## src/rtl/ecs_pkg.sv

```systemverilog
// How it works
// - Memory is bytes; a word is even-aligned, high byte at the even address.
// - Address space is at most 16,384 bytes over an 8-bit data path.
// - Reset vector: workspace pointer at word 0, program counter at word 1.
// - External level vectors lie from byte 0004 to 0013, two words each.
// - Extended-operation trap vectors lie from 0040 to 007F, word pairs.
// - Load vector occupies the last four bytes, 3FFC to 3FFF.
// - Program counter holds the next instruction address and advances after fetch.
// - General registers are sixteen words at workspace pointer plus register offset.
// - A context switch fetches two vector words in four reads and saves three words in six stores; return takes six fetches; reset here makes no stores.
// - Context switches occur for call, return, extended operation, interrupts, reset, load.
// - Five levels: level 0 is reset, levels 1 to 4 are external and shareable.
// - Accept a level at or below the status mask, after the current instruction.
// - Load new pointer and counter, then save old context in registers 13-15.
// - After entry the mask becomes one less than the serviced level.
// - No further interrupt until the first service instruction has finished.
// - Higher level nests a switch; return resumes the lower routine.
// - Codes 011, 100, 101, 110 are levels 1 to 4 with vectors 0004, 0008, 000C, 0010.
// - Codes 000/001 are reset, 010 load, 111 none; reset and load ignore mask.
// - Reset removal traps via 0000/0002, clears status, and starts execution.
// - Load traps after the instruction via 3FFC, saves context, mask becomes 0.
package ecs_pkg;
  localparam int ADDR_W = 14;
  localparam logic [13:0] RESET_VEC = 14'h0000;
  localparam logic [13:0] LOAD_VEC = 14'h3FFC;
  localparam logic [13:0] EXTOP_BASE = 14'h0040;
  localparam logic [13:0] SAVE_OFFSET = 14'h001A;
  localparam logic [15:0] PC_STEP = 16'h0002;
  localparam logic [15:0] STATUS_CLEAR = 16'h0000;
  localparam logic [2:0] VEC_LAST = 3'h3;
  localparam logic [2:0] CTX_LAST = 3'h5;
  localparam logic [2:0] IC_RESET_A = 3'h0;
  localparam logic [2:0] IC_RESET_B = 3'h1;
  localparam logic [2:0] IC_LOAD = 3'h2;
  localparam logic [2:0] IC_NONE = 3'h7;
  localparam logic [2:0] LEVEL_BIAS = 3'h2;
  localparam logic [3:0] LOAD_MASK = 4'h0;
  localparam int MASK_LSB = 0;
  localparam int MASK_W = 4;
  localparam logic [1:0] SW_CALL = 2'h0;
  localparam logic [1:0] SW_EXTOP = 2'h1;
  localparam logic [1:0] SW_RETURN = 2'h2;
  typedef enum logic [2:0] {ST_RUN, ST_RSTHOLD, ST_FETCH, ST_STORE, ST_RESTORE} ecs_state_e;
  typedef enum logic [1:0] {CK_RESET, CK_LOAD, CK_LEVEL, CK_NONE} ecs_code_e;
endpackage

```

## src/rtl/ecs_top.sv

```systemverilog
`timescale 1ns/1ns
module ecs_top import ecs_pkg::*; (
  input wire logic ref_clk,
  input wire logic rstn,
  input wire logic clkEn,
  input wire logic [2:0] interruptCodeLines,
  input wire logic instrDone,
  input wire logic pcAdvance,
  input wire logic pcLoad,
  input wire logic [15:0] pcWData,
  input wire logic stLoad,
  input wire logic [15:0] stWData,
  input wire logic swReq,
  input wire logic [1:0] swKind,
  input wire logic [13:0] swVector,
  input wire logic [3:0] extOpNum,
  input wire logic [3:0] regSel,
  input wire logic memAck,
  input wire logic [7:0] memRData,
  output logic memReq,
  output logic memWe,
  output logic [13:0] memAddr,
  output logic [7:0] memWData,
  output logic [15:0] workspacePtr,
  output logic [15:0] programCounter,
  output logic [15:0] statusWord,
  output logic [13:0] regAddr,
  output logic busy,
  output logic writeInhibit,
  output logic switchDone
);
  logic rstMeta_q, rstSync_q;
  logic [2:0] icMeta_q, icSync_q;
  always_ff @(posedge ref_clk or negedge rstn) begin
    if (!rstn) begin
      rstMeta_q <= 1'b0;
      rstSync_q <= 1'b0;
    end else if (clkEn) begin
      rstMeta_q <= 1'b1;
      rstSync_q <= rstMeta_q;
    end
  end
  // Code lines change asynchronously, so only the second stage is decoded
  always_ff @(posedge ref_clk or negedge rstSync_q) begin
    if (!rstSync_q) begin
      icMeta_q <= IC_NONE;
      icSync_q <= IC_NONE;
    end else if (clkEn) begin
      icMeta_q <= interruptCodeLines;
      icSync_q <= icMeta_q;
    end
  end
  function automatic ecs_code_e codeKind(input logic [2:0] c);
    case (c)
      IC_RESET_A, IC_RESET_B: codeKind = CK_RESET;
      IC_LOAD: codeKind = CK_LOAD;
      IC_NONE: codeKind = CK_NONE;
      default: codeKind = CK_LEVEL;
    endcase
  endfunction
  // Level 0 is never produced here; it is the reset trap
  function automatic logic [2:0] codeLevel(input logic [2:0] c);
    codeLevel = c - LEVEL_BIAS;
  endfunction
  function automatic logic [13:0] lvlVector(input logic [2:0] l);
    lvlVector = {9'h000, l, 2'b00};
  endfunction
  function automatic logic [15:0] putByte(input logic [15:0] w, input logic lo, input logic [7:0] b);
    putByte = lo ? {w[15:8], b} : {b, w[7:0]};
  endfunction
  function automatic logic [7:0] ctxByte(input logic [2:0] c, input logic [15:0] wp, input logic [15:0] pc,
                                         input logic [15:0] st);
    logic [15:0] w;
    case (c[2:1])
      2'h0: w = wp;
      2'h1: w = pc;
      default: w = st;
    endcase
    ctxByte = c[0] ? w[7:0] : w[15:8];
  endfunction
  ecs_state_e state_q, state_d;
  logic [2:0] cnt_q, cnt_d;
  logic [15:0] wp_q, wp_d, pc_q, pc_d, st_q, st_d;
  logic [15:0] nWp_q, nWp_d, nPc_q, nPc_d, nSt_q, nSt_d;
  logic [13:0] vec_q, vec_d;
  logic [3:0] newMask_q, newMask_d;
  logic doStore_q, doStore_d, isIrq_q, isIrq_d, setMask_q, setMask_d;
  logic block_q, block_d, done_q, done_d;
  logic memReq_q, memReq_d, memWe_q, memWe_d;
  logic [13:0] memAddr_q, memAddr_d, regAddr_q, regAddr_d;
  logic [7:0] memWData_q, memWData_d;
  ecs_code_e kind;
  logic [2:0] lvl;
  logic atBoundary, takeLoad, takeLvl;
  assign kind = codeKind(icSync_q);
  assign lvl = codeLevel(icSync_q);
  // Checked only at instruction boundaries, never mid-instruction
  assign atBoundary = state_q == ST_RUN && instrDone && !block_q && !swReq;
  assign takeLoad = atBoundary && kind == CK_LOAD;
  assign takeLvl = atBoundary && kind == CK_LEVEL && {1'b0, lvl} <= st_q[MASK_LSB +: MASK_W];
  always_comb begin
    state_d = state_q;
    cnt_d = cnt_q;
    wp_d = wp_q;
    pc_d = pc_q;
    st_d = st_q;
    nWp_d = nWp_q;
    nPc_d = nPc_q;
    nSt_d = nSt_q;
    vec_d = vec_q;
    newMask_d = newMask_q;
    doStore_d = doStore_q;
    isIrq_d = isIrq_q;
    setMask_d = setMask_q;
    block_d = block_q;
    done_d = 1'b0;
    case (state_q)
      ST_RUN: begin
        if (pcLoad) begin
          pc_d = pcWData;
        end else if (pcAdvance) begin
          pc_d = pc_q + PC_STEP;
        end
        if (stLoad) st_d = stWData;
        if (instrDone) block_d = 1'b0;
        if (swReq) begin
          cnt_d = 3'h0;
          isIrq_d = 1'b0;
          setMask_d = 1'b0;
          doStore_d = swKind != SW_RETURN;
          if (swKind == SW_RETURN) begin
            state_d = ST_RESTORE;
          end else begin
            state_d = ST_FETCH;
            vec_d = (swKind == SW_EXTOP) ? EXTOP_BASE + {8'h00, extOpNum, 2'b00} : swVector;
          end
        end else if (takeLoad || takeLvl) begin
          state_d = ST_FETCH;
          cnt_d = 3'h0;
          doStore_d = 1'b1;
          isIrq_d = 1'b1;
          setMask_d = 1'b1;
          vec_d = takeLoad ? LOAD_VEC : lvlVector(lvl);
          newMask_d = takeLoad ? LOAD_MASK : {1'b0, lvl} - 4'h1;
        end
      end
      ST_RSTHOLD: begin
        // Held here while the code stands; its minimum length is the source's duty
        if (kind != CK_RESET) begin
          state_d = ST_FETCH;
          cnt_d = 3'h0;
          vec_d = RESET_VEC;
          doStore_d = 1'b0;
          isIrq_d = 1'b0;
          setMask_d = 1'b0;
          st_d = STATUS_CLEAR;
        end
      end
      ST_FETCH: begin
        if (memAck) begin
          if (cnt_q[1]) begin
            nPc_d = putByte(nPc_q, cnt_q[0], memRData);
          end else begin
            nWp_d = putByte(nWp_q, cnt_q[0], memRData);
          end
          cnt_d = cnt_q + 3'h1;
          if (cnt_q == VEC_LAST) begin
            cnt_d = 3'h0;
            if (doStore_q) begin
              state_d = ST_STORE;
            end else begin
              wp_d = nWp_d;
              pc_d = nPc_d;
              done_d = 1'b1;
              state_d = ST_RUN;
            end
          end
        end
      end
      ST_STORE: begin
        if (memAck) begin
          cnt_d = cnt_q + 3'h1;
          if (cnt_q == CTX_LAST) begin
            wp_d = nWp_q;
            pc_d = nPc_q;
            if (setMask_q) st_d[MASK_LSB +: MASK_W] = newMask_q;
            block_d = isIrq_q;
            done_d = 1'b1;
            state_d = ST_RUN;
          end
        end
      end
      ST_RESTORE: begin
        if (memAck) begin
          case (cnt_q[2:1])
            2'h0: nWp_d = putByte(nWp_q, cnt_q[0], memRData);
            2'h1: nPc_d = putByte(nPc_q, cnt_q[0], memRData);
            default: nSt_d = putByte(nSt_q, cnt_q[0], memRData);
          endcase
          cnt_d = cnt_q + 3'h1;
          if (cnt_q == CTX_LAST) begin
            wp_d = nWp_d;
            pc_d = nPc_d;
            st_d = nSt_d;
            done_d = 1'b1;
            state_d = ST_RUN;
          end
        end
      end
      default: state_d = ST_RUN;
    endcase
    // Reset code aborts anything in flight and holds off all bus activity
    if (kind == CK_RESET) begin
      state_d = ST_RSTHOLD;
      cnt_d = 3'h0;
      block_d = 1'b0;
      done_d = 1'b0;
    end
    memReq_d = state_d == ST_FETCH || state_d == ST_STORE || state_d == ST_RESTORE;
    memWe_d = state_d == ST_STORE;
    memWData_d = 8'h00;
    case (state_d)
      ST_FETCH: memAddr_d = vec_d + {11'h000, cnt_d};
      ST_STORE: begin
        memAddr_d = nWp_d[13:0] + SAVE_OFFSET + {11'h000, cnt_d};
        memWData_d = ctxByte(cnt_d, wp_q, pc_q, st_q);
      end
      ST_RESTORE: memAddr_d = wp_q[13:0] + SAVE_OFFSET + {11'h000, cnt_d};
      default: memAddr_d = memAddr_q;
    endcase
    regAddr_d = wp_q[13:0] + {9'h000, regSel, 1'b0};
  end
  always_ff @(posedge ref_clk or negedge rstSync_q) begin
    if (!rstSync_q) begin
      state_q <= ST_RUN;
      cnt_q <= 3'h0;
      wp_q <= 16'h0000;
      pc_q <= 16'h0000;
      st_q <= STATUS_CLEAR;
      nWp_q <= 16'h0000;
      nPc_q <= 16'h0000;
      nSt_q <= 16'h0000;
      vec_q <= RESET_VEC;
      newMask_q <= 4'h0;
      doStore_q <= 1'b0;
      isIrq_q <= 1'b0;
      setMask_q <= 1'b0;
      block_q <= 1'b0;
      done_q <= 1'b0;
      memReq_q <= 1'b0;
      memWe_q <= 1'b0;
      memAddr_q <= 14'h0000;
      memWData_q <= 8'h00;
      regAddr_q <= 14'h0000;
    end else if (clkEn) begin
      state_q <= state_d;
      cnt_q <= cnt_d;
      wp_q <= wp_d;
      pc_q <= pc_d;
      st_q <= st_d;
      nWp_q <= nWp_d;
      nPc_q <= nPc_d;
      nSt_q <= nSt_d;
      vec_q <= vec_d;
      newMask_q <= newMask_d;
      doStore_q <= doStore_d;
      isIrq_q <= isIrq_d;
      setMask_q <= setMask_d;
      block_q <= block_d;
      done_q <= done_d;
      memReq_q <= memReq_d;
      memWe_q <= memWe_d;
      memAddr_q <= memAddr_d;
      memWData_q <= memWData_d;
      regAddr_q <= regAddr_d;
    end
  end
  assign memReq = memReq_q;
  assign memWe = memWe_q;
  assign memAddr = memAddr_q;
  assign memWData = memWData_q;
  assign workspacePtr = wp_q;
  assign programCounter = pc_q;
  assign statusWord = st_q;
  assign regAddr = regAddr_q;
  assign busy = state_q != ST_RUN;
  assign writeInhibit = state_q == ST_RSTHOLD;
  assign switchDone = done_q;
endmodule

```

## config.mk

```make
export PLATFORM = sky130hd
export DESIGN_NAME = ecs_top
export DESIGN_NICKNAME = d
export VERILOG_FILES = /design/src/rtl/ecs_pkg.sv /design/src/rtl/ecs_top.sv
export SDC_FILE = /design/constraint.sdc
export NUM_CORES = 1
export LEC_CHECK = 0
export BUFFER_PORTS_ARGS = -buffer_cell sky130_fd_sc_hd__buf_2
export CELL_PAD_IN_SITES_DETAIL_PLACEMENT = 0
export CELL_PAD_IN_SITES_GLOBAL_PLACEMENT = 2
export CORE_MARGIN = 2
export CORE_UTILIZATION = 39
export DETAILED_ROUTE_END_ITERATION = 16
export PLACE_DENSITY = 0.95
export SLEW_MARGIN = 25
export SYNTH_ARGS = -nofsm -noshare
export SYNTH_HDL_FRONTEND = slang
export SYNTH_SLANG_ARGS = --single-unit
```

## constraint.sdc

```tcl
create_clock -name ref_clk -period 10.22 [get_ports ref_clk]
set_input_delay 1.022 -clock ref_clk [delete_from_list [all_inputs] [get_ports ref_clk]]
set_output_delay 1.022 -clock ref_clk [all_outputs]
set_load 0.02 [all_outputs]
```

Yosys cells after proc, flatten, opt, wreduce, memory -nomap -nowiden

Index checks and enable logic that the tools add are counted.

Output and inout port bits: 89
Register bits after elaboration: 170
Bits of input ports: 76
Word-level logic and storage cells: 202

Order comparisons: 1
Mux-type cells: 91
Reductions and logical operators: 39
Bitwise gates (word level): 1
Eq/ne operators: 34
Add/sub/neg operators: 11

Operators with widths:

| cell                                           | number |
|---|---|
| 2-to-1 mux 16 bit                              | 32 |
| one-hot mux 16 bit (2 select lines)            | 3 |
| 2-to-1 mux 14 bit                              | 6 |
| one-hot mux 16 bit (4 select lines)            | 1 |
| 2-to-1 mux 3 bit                               | 16 |
| one-hot mux 16 bit (3 select lines)            | 1 |
| adder 14 x 3 -> 14 bit                         | 3 |
| one-hot mux 14 bit (3 select lines)            | 1 |
| one-hot mux 12 bit (3 select lines)            | 1 |
| adder 14 x 5 -> 14 bit (second input constant) | 2 |
| one-hot mux 14 bit (2 select lines)            | 1 |
| one-hot mux 3 bit (4 select lines)             | 2 |
| inequality test 2 bit (second input constant)  | 10 |
| == test 3 x 2 -> 1 bit (second input constant) | 6 |
| AND reduction 9 bit                            | 2 |
| adder 16 x 2 -> 16 bit (second input constant) | 1 |
| 2-to-1 mux 4 bit                               | 4 |
| 2-to-1 mux 8 bit                               | 2 |
| one-hot mux 4 bit (4 select lines)             | 1 |
| nonzero test 3 bit                             | 5 |
| adder 14 x 5 -> 14 bit                         | 1 |
| 2-to-1 mux 1 bit                               | 14 |
| == test 3 bit (second input constant)          | 4 |
| AND reduction 4 bit                            | 3 |
| 28 further kinds                               | 55 |

Longest topological paths before layout

Depth in word-level cells: 15
Depth in mapped cells: 24
Mapped depth without buffers: 23

Worst setup path after synthesis

Ideal clock, no wire load.

Path kind: flip-flop to flip-flop
Start: register icSync_q[2]
End: register memAddr_q[13] (netlist: memAddr[13])
Path slack: 5201 ps
Period minus slack after synthesis: 5019 ps
Path buffers: 1
Stages on the path, launching flop included: 25
Arrival time: 4893 ps
Cell sequence: dfstp_2 -> inv_1 -> ha_1 -> ha_1 -> and3_1 -> a2111oi_4 -> a2bb2oi_2 -> a221oi_2 -> a21oi_2 -> o21ai_2 -> buf_2 -> ha_1 -> inv_1 -> ha_1 -> inv_1 -> fa_1 -> nor2b_1 -> o21a_1 -> o21a_1 -> o21bai_4 -> nor4_4 -> nand3_2 -> xor2_1 -> a221oi_2 -> a21oi_1

Cells in the longest elaborated chain, start to end: 14

Ends and longest elaborated chain:

| item                                                                            | RTL line       | RTL |
|---|---|---|
| from (decl)                                                                     | ecs_top.sv:33  | `logic [2:0] icMeta_q, icSync_q;` |
| from (signal assigned)                                                          | ecs_top.sv:50  | `icSync_q <= icMeta_q;` |
| parallel branches: the longest is 14 deep, another holds adder 14 x 3 -> 14 bit | n/a            |  |
| to (signal assigned)                                                            | ecs_top.sv:273 | `memAddr_q <= memAddr_d;` |
| to (decl)                                                                       | ecs_top.sv:90  | `logic [13:0] memAddr_q, memAddr_d, regAddr_q, regAddr_d;` |

Several ways; the timed one is not identified.
A chain may end at the register's enable or synchronous reset.

Final worst setup path

Start: register state_q[0]
End: register memAddr_q[13] (netlist: memAddr[13])

RTL lines:

| item                                      | RTL line                                       | RTL |
|---|---|---|
| from (decl)                               | ecs_top.sv:81                                  | `ecs_state_e state_q, state_d;` |
| from (signal assigned)                    | ecs_top.sv:256                                 | `state_q <= state_d;` |
| logical NOT 3 bit                         | ecs_top.sv:98, ecs_top.sv:117                  |  |
| logical AND 1 bit (3 in series)           | ecs_top.sv:98                                  | `assign atBoundary = state_q == ST_RUN && instrDone && !block_q && !swReq;` |
| logical AND 1 bit (2 in series)           | ecs_top.sv:100                                 | `assign takeLvl = atBoundary && kind == CK_LEVEL && {1'b0, lvl} <= st_q[MASK_LSB +: MASK_W];` |
| logical OR 1 bit                          | ecs_top.sv:137                                 | `end else if (takeLoad \|\| takeLvl) begin` |
| 2-to-1 mux 3 bit                          | ecs_top.sv:137                                 |  |
| 2-to-1 mux 3 bit                          | ecs_top.sv:126                                 | `if (swReq) begin` |
| one-hot mux 3 bit (4 select lines) *      | ecs_top.sv:117                                 | `case (state_q)` |
| 2-to-1 mux 3 bit *                        | ecs_top.sv:213                                 | `if (kind == CK_RESET) begin` |
| net cnt_d[2]                              | ecs_top.sv:82                                  | `logic [2:0] cnt_q, cnt_d;` |
| adder 14 x 3 -> 14 bit (on tied branches) | ecs_top.sv:228, ecs_top.sv:223, ecs_top.sv:225 |  |
| one-hot mux 14 bit (3 select lines) *     | ecs_top.sv:222                                 | `case (state_d)` |

Mark *: on every way through the listed nets, which the timed path passes. The rest lies on a longest branch.

==> metrics.txt <==
maxcap violations 0; Peak supply drop 0.000154 V; Worst Path Required between 10000 and 15000 ps; Post-Route M1 WL ~17 mm; WP data arrival approximately 6300 ps; CTS tree done; Root Buffer clkbuf_16; Die Width between 150 and 200 um; actual slew at the worst max-slew pin about 1000 ps; GRT Util Overall 0.241; met2 WL 17.6 mm; number of synthesized flops with an enable pin 0; WS Path Type flop to flop; Nets roughly 1500; remaining antenna violation count after routing 0; relative slew slack 0.318; PortBufs between 150 and 200; Tmin final roughly 6000 ps; Final Hold Viols 0; hpwl dp 27.2 mm; Worst Skew around 13 ps; total routed wirelength between 30 and 40 mm; fmax roughly 0.17 GHz; CTS resizes 0; Post-CTS Hold Fix Bufs 0; unrepaired setup endpoints after global routing no; Vias 10400; Filler cells approximately 3000; # Post-CTS Setup Buffers 0; post-synth top area cell dfrtp_1; async set-reset flop share out of synthesis 1.00; max layer used met4; clock sinks between 150 and 200; final setup fails 0; Mapped Area around 12000 um^2; clock latency on the worst-skew pair about 450 ps; register area share after synthesis 0.364; final core occ 0.450; CTS H-Tree Depth 4; status finished, final reports clean; Worst setup SP type flop; core area 29600 um^2; die area between 30000 and 40000 um^2; flops & latches, synth 170; syn_nets roughly 1400; Synth top cells by count nand2_1, dfrtp_1, o21ai_0; pre-CTS setup slack around 4000 ps; io pins 165; Crit. End Element flop; Worst-path clk slew around 80 ps; Hold Slack roughly 300 ps; vias per cell 5.72; Synth top area share 0.350; clk buf depth 2; Detailed Routing Iterations Pass 1 5; cells after synthesis about 1300; area delta synth->final 13.8%; footprint of the multi-input gates about 7000 um^2; P_leak roughly 5.9 nW; worst-path fanout max 31; Fin Setup TNS 0 ps; most common flop cell mapped by yosys dfrtp_1; Worst Slack Setup Final roughly 4300 ps; Residual DRC 0; mean post-synth cell area approximately 9.0 um^2; fin. max-slew vios 0; Routed WL per cell slightly above 20 um; CTS buffer count 17; Initial DRC Count between 800 and 900; Distinct cells, synth ~100; Yosys Warn Count 0; grt ovf 0; Reg area 4270 um^2; Die Y about 180 um; Tightest Hold Check Type flop to asynchronous set/reset pin; pwr/cell area 291 nW/um^2; share of layout cells above drive strength 1 0.238; Initial Utilization 0.395; count leader, synth nand2_1; met3 WL between 2 and 2.5 mm; initial antenna violation count 0; vias in the first global route ~10000; dominant cells by area after synthesis dfrtp_1, o21ai_0, mux2_2; crit share post-route 0.581; Ant. Diodes 0; num rows between 60 and 70; largest net degree at the start of global routing between 70 and 80; first-pass GRT wire length around 58 mm; RePlAce Congestion 0.883
critical path, cell delays in order, from the launching register on:
cell       delay (ps)
dfrtp_1           570
buf_4             290
nor3_2            660
a2111oi_0         240
o21ba_1           240
a221oi_2          360
nor2_1            130
o21ai_4           600
inv_1             330
ha_1              390
inv_1              60
fa_1              460
nor2b_1           120
o21ai_0           100
a21boi_0          280
o21a_1            210
or2b_1            260
xnor2_1           140
a221oi_2          290
a21oi_1           100
registers in the layout, summed over array words and instances, names as in the netlist, 3 cells and up:
| name | cells |
|---|---|
| workspacePtr | 16 |
| newMask_q | 4 |
| nWp_q | 16 |
| state_q | 3 |
| programCounter | 16 |
| vec_q | 14 |
| memAddr | 14 |
| nPc_q | 16 |
| regAddr | 14 |
| nSt_q | 16 |
| cnt_q | 3 |
| memWData | 8 |
| icMeta_q | 3 |
| statusWord | 16 |
| icSync_q | 3 |
cell type report:
type	instances	share of cell area
Multi-Input combinational cell	1014	0.514
Sequential cell	170	0.320
Timing Repair Buffer	174	0.0681
Tap cell	390	0.0366
Clock buffer	17	0.0319
Clock inverter	15	0.0161
Inverter	46	0.0129
metal layers:
metal	global-route usage	up-vias
li1	-	4934
met1	0.337	5134
met4	0.0611	0
met5	0	-
met2	0.391	338
met3	0.0356	39
where the power goes:
part	leakage, nW	switching [mW]	internal, mW	total (mW)
clock	0.310	0.347	0.360	0.707
sequential	2.11	0.291	0.912	1.20
combinational	3.51	1.24	0.735	1.97
total	5.93	1.88	2.01	3.88
worst paths after layout:
kind	start	cells after the start	endpoint	slack (ps)
worst max register to register	state_q[0]	19	memAddr[13]	4280
max in group asynchronous	rstSync_q	2	statusWord[12]	8470
worst max-delay path	state_q[0]	19	memAddr[13]	4280
worst min register to register	rstSync_q	0	vec_q[6]	300
worst min-delay path	rstSync_q	0	vec_q[6]	300
min in group ref_clk	rstMeta_q	1	rstMeta_q	480
through the flow:
step | instance area (um^2) | cells | power [mW]
global placement | 12700 | 1793 | 3.14
detailed placement | 12700 | 1793 | 3.17
floorplan | 11700 | 1308 | 2.57
CTS | 13300 | 1825 | 3.88
finish | 13300 | 1826 | 3.88
global route | 13300 | 1826 | 4.16
placed cells by master, fill, tap and decap left out, drive strengths merged, types with 7 or more instances in the layout:
cell type,synthesis,final
a21o,14,14
nor2b,13,13
dfrtp,164,164
a21oi,83,83
a221oi,14,14
o21ai,162,162
nand3,29,29
nor2,109,109
nand2b,21,21
a211oi,12,12
ha,37,37
a22o,10,10
nand2,168,168
o211ai,11,11
mux2i,41,41
mux2,66,66
clkbuf,54,17
inv,46,54
nand4,12,12
or2,7,7
o221ai,8,8
xnor2,25,25
and3,14,14
a222oi,10,10
buf,24,174
nor3,15,15
nor3b,9,9
xor2,29,29
o22ai,8,8
logic make-up after synthesis:
kind of cell / Yosys count / share of synthesized area
AO/OA/AOI/OAI: 393 / 0.223
XOR/XNOR: 54 / 0.0420
adder cells (fa/ha/maj): 41 / 0.0464
buffers and inverters: 124 / 0.0519
flip-flops: 170 / 0.364
multiplexers: 107 / 0.0991
AND/OR/NAND/NOR: 419 / 0.174
No activity file was read; power rests on OpenSTA's default activity.
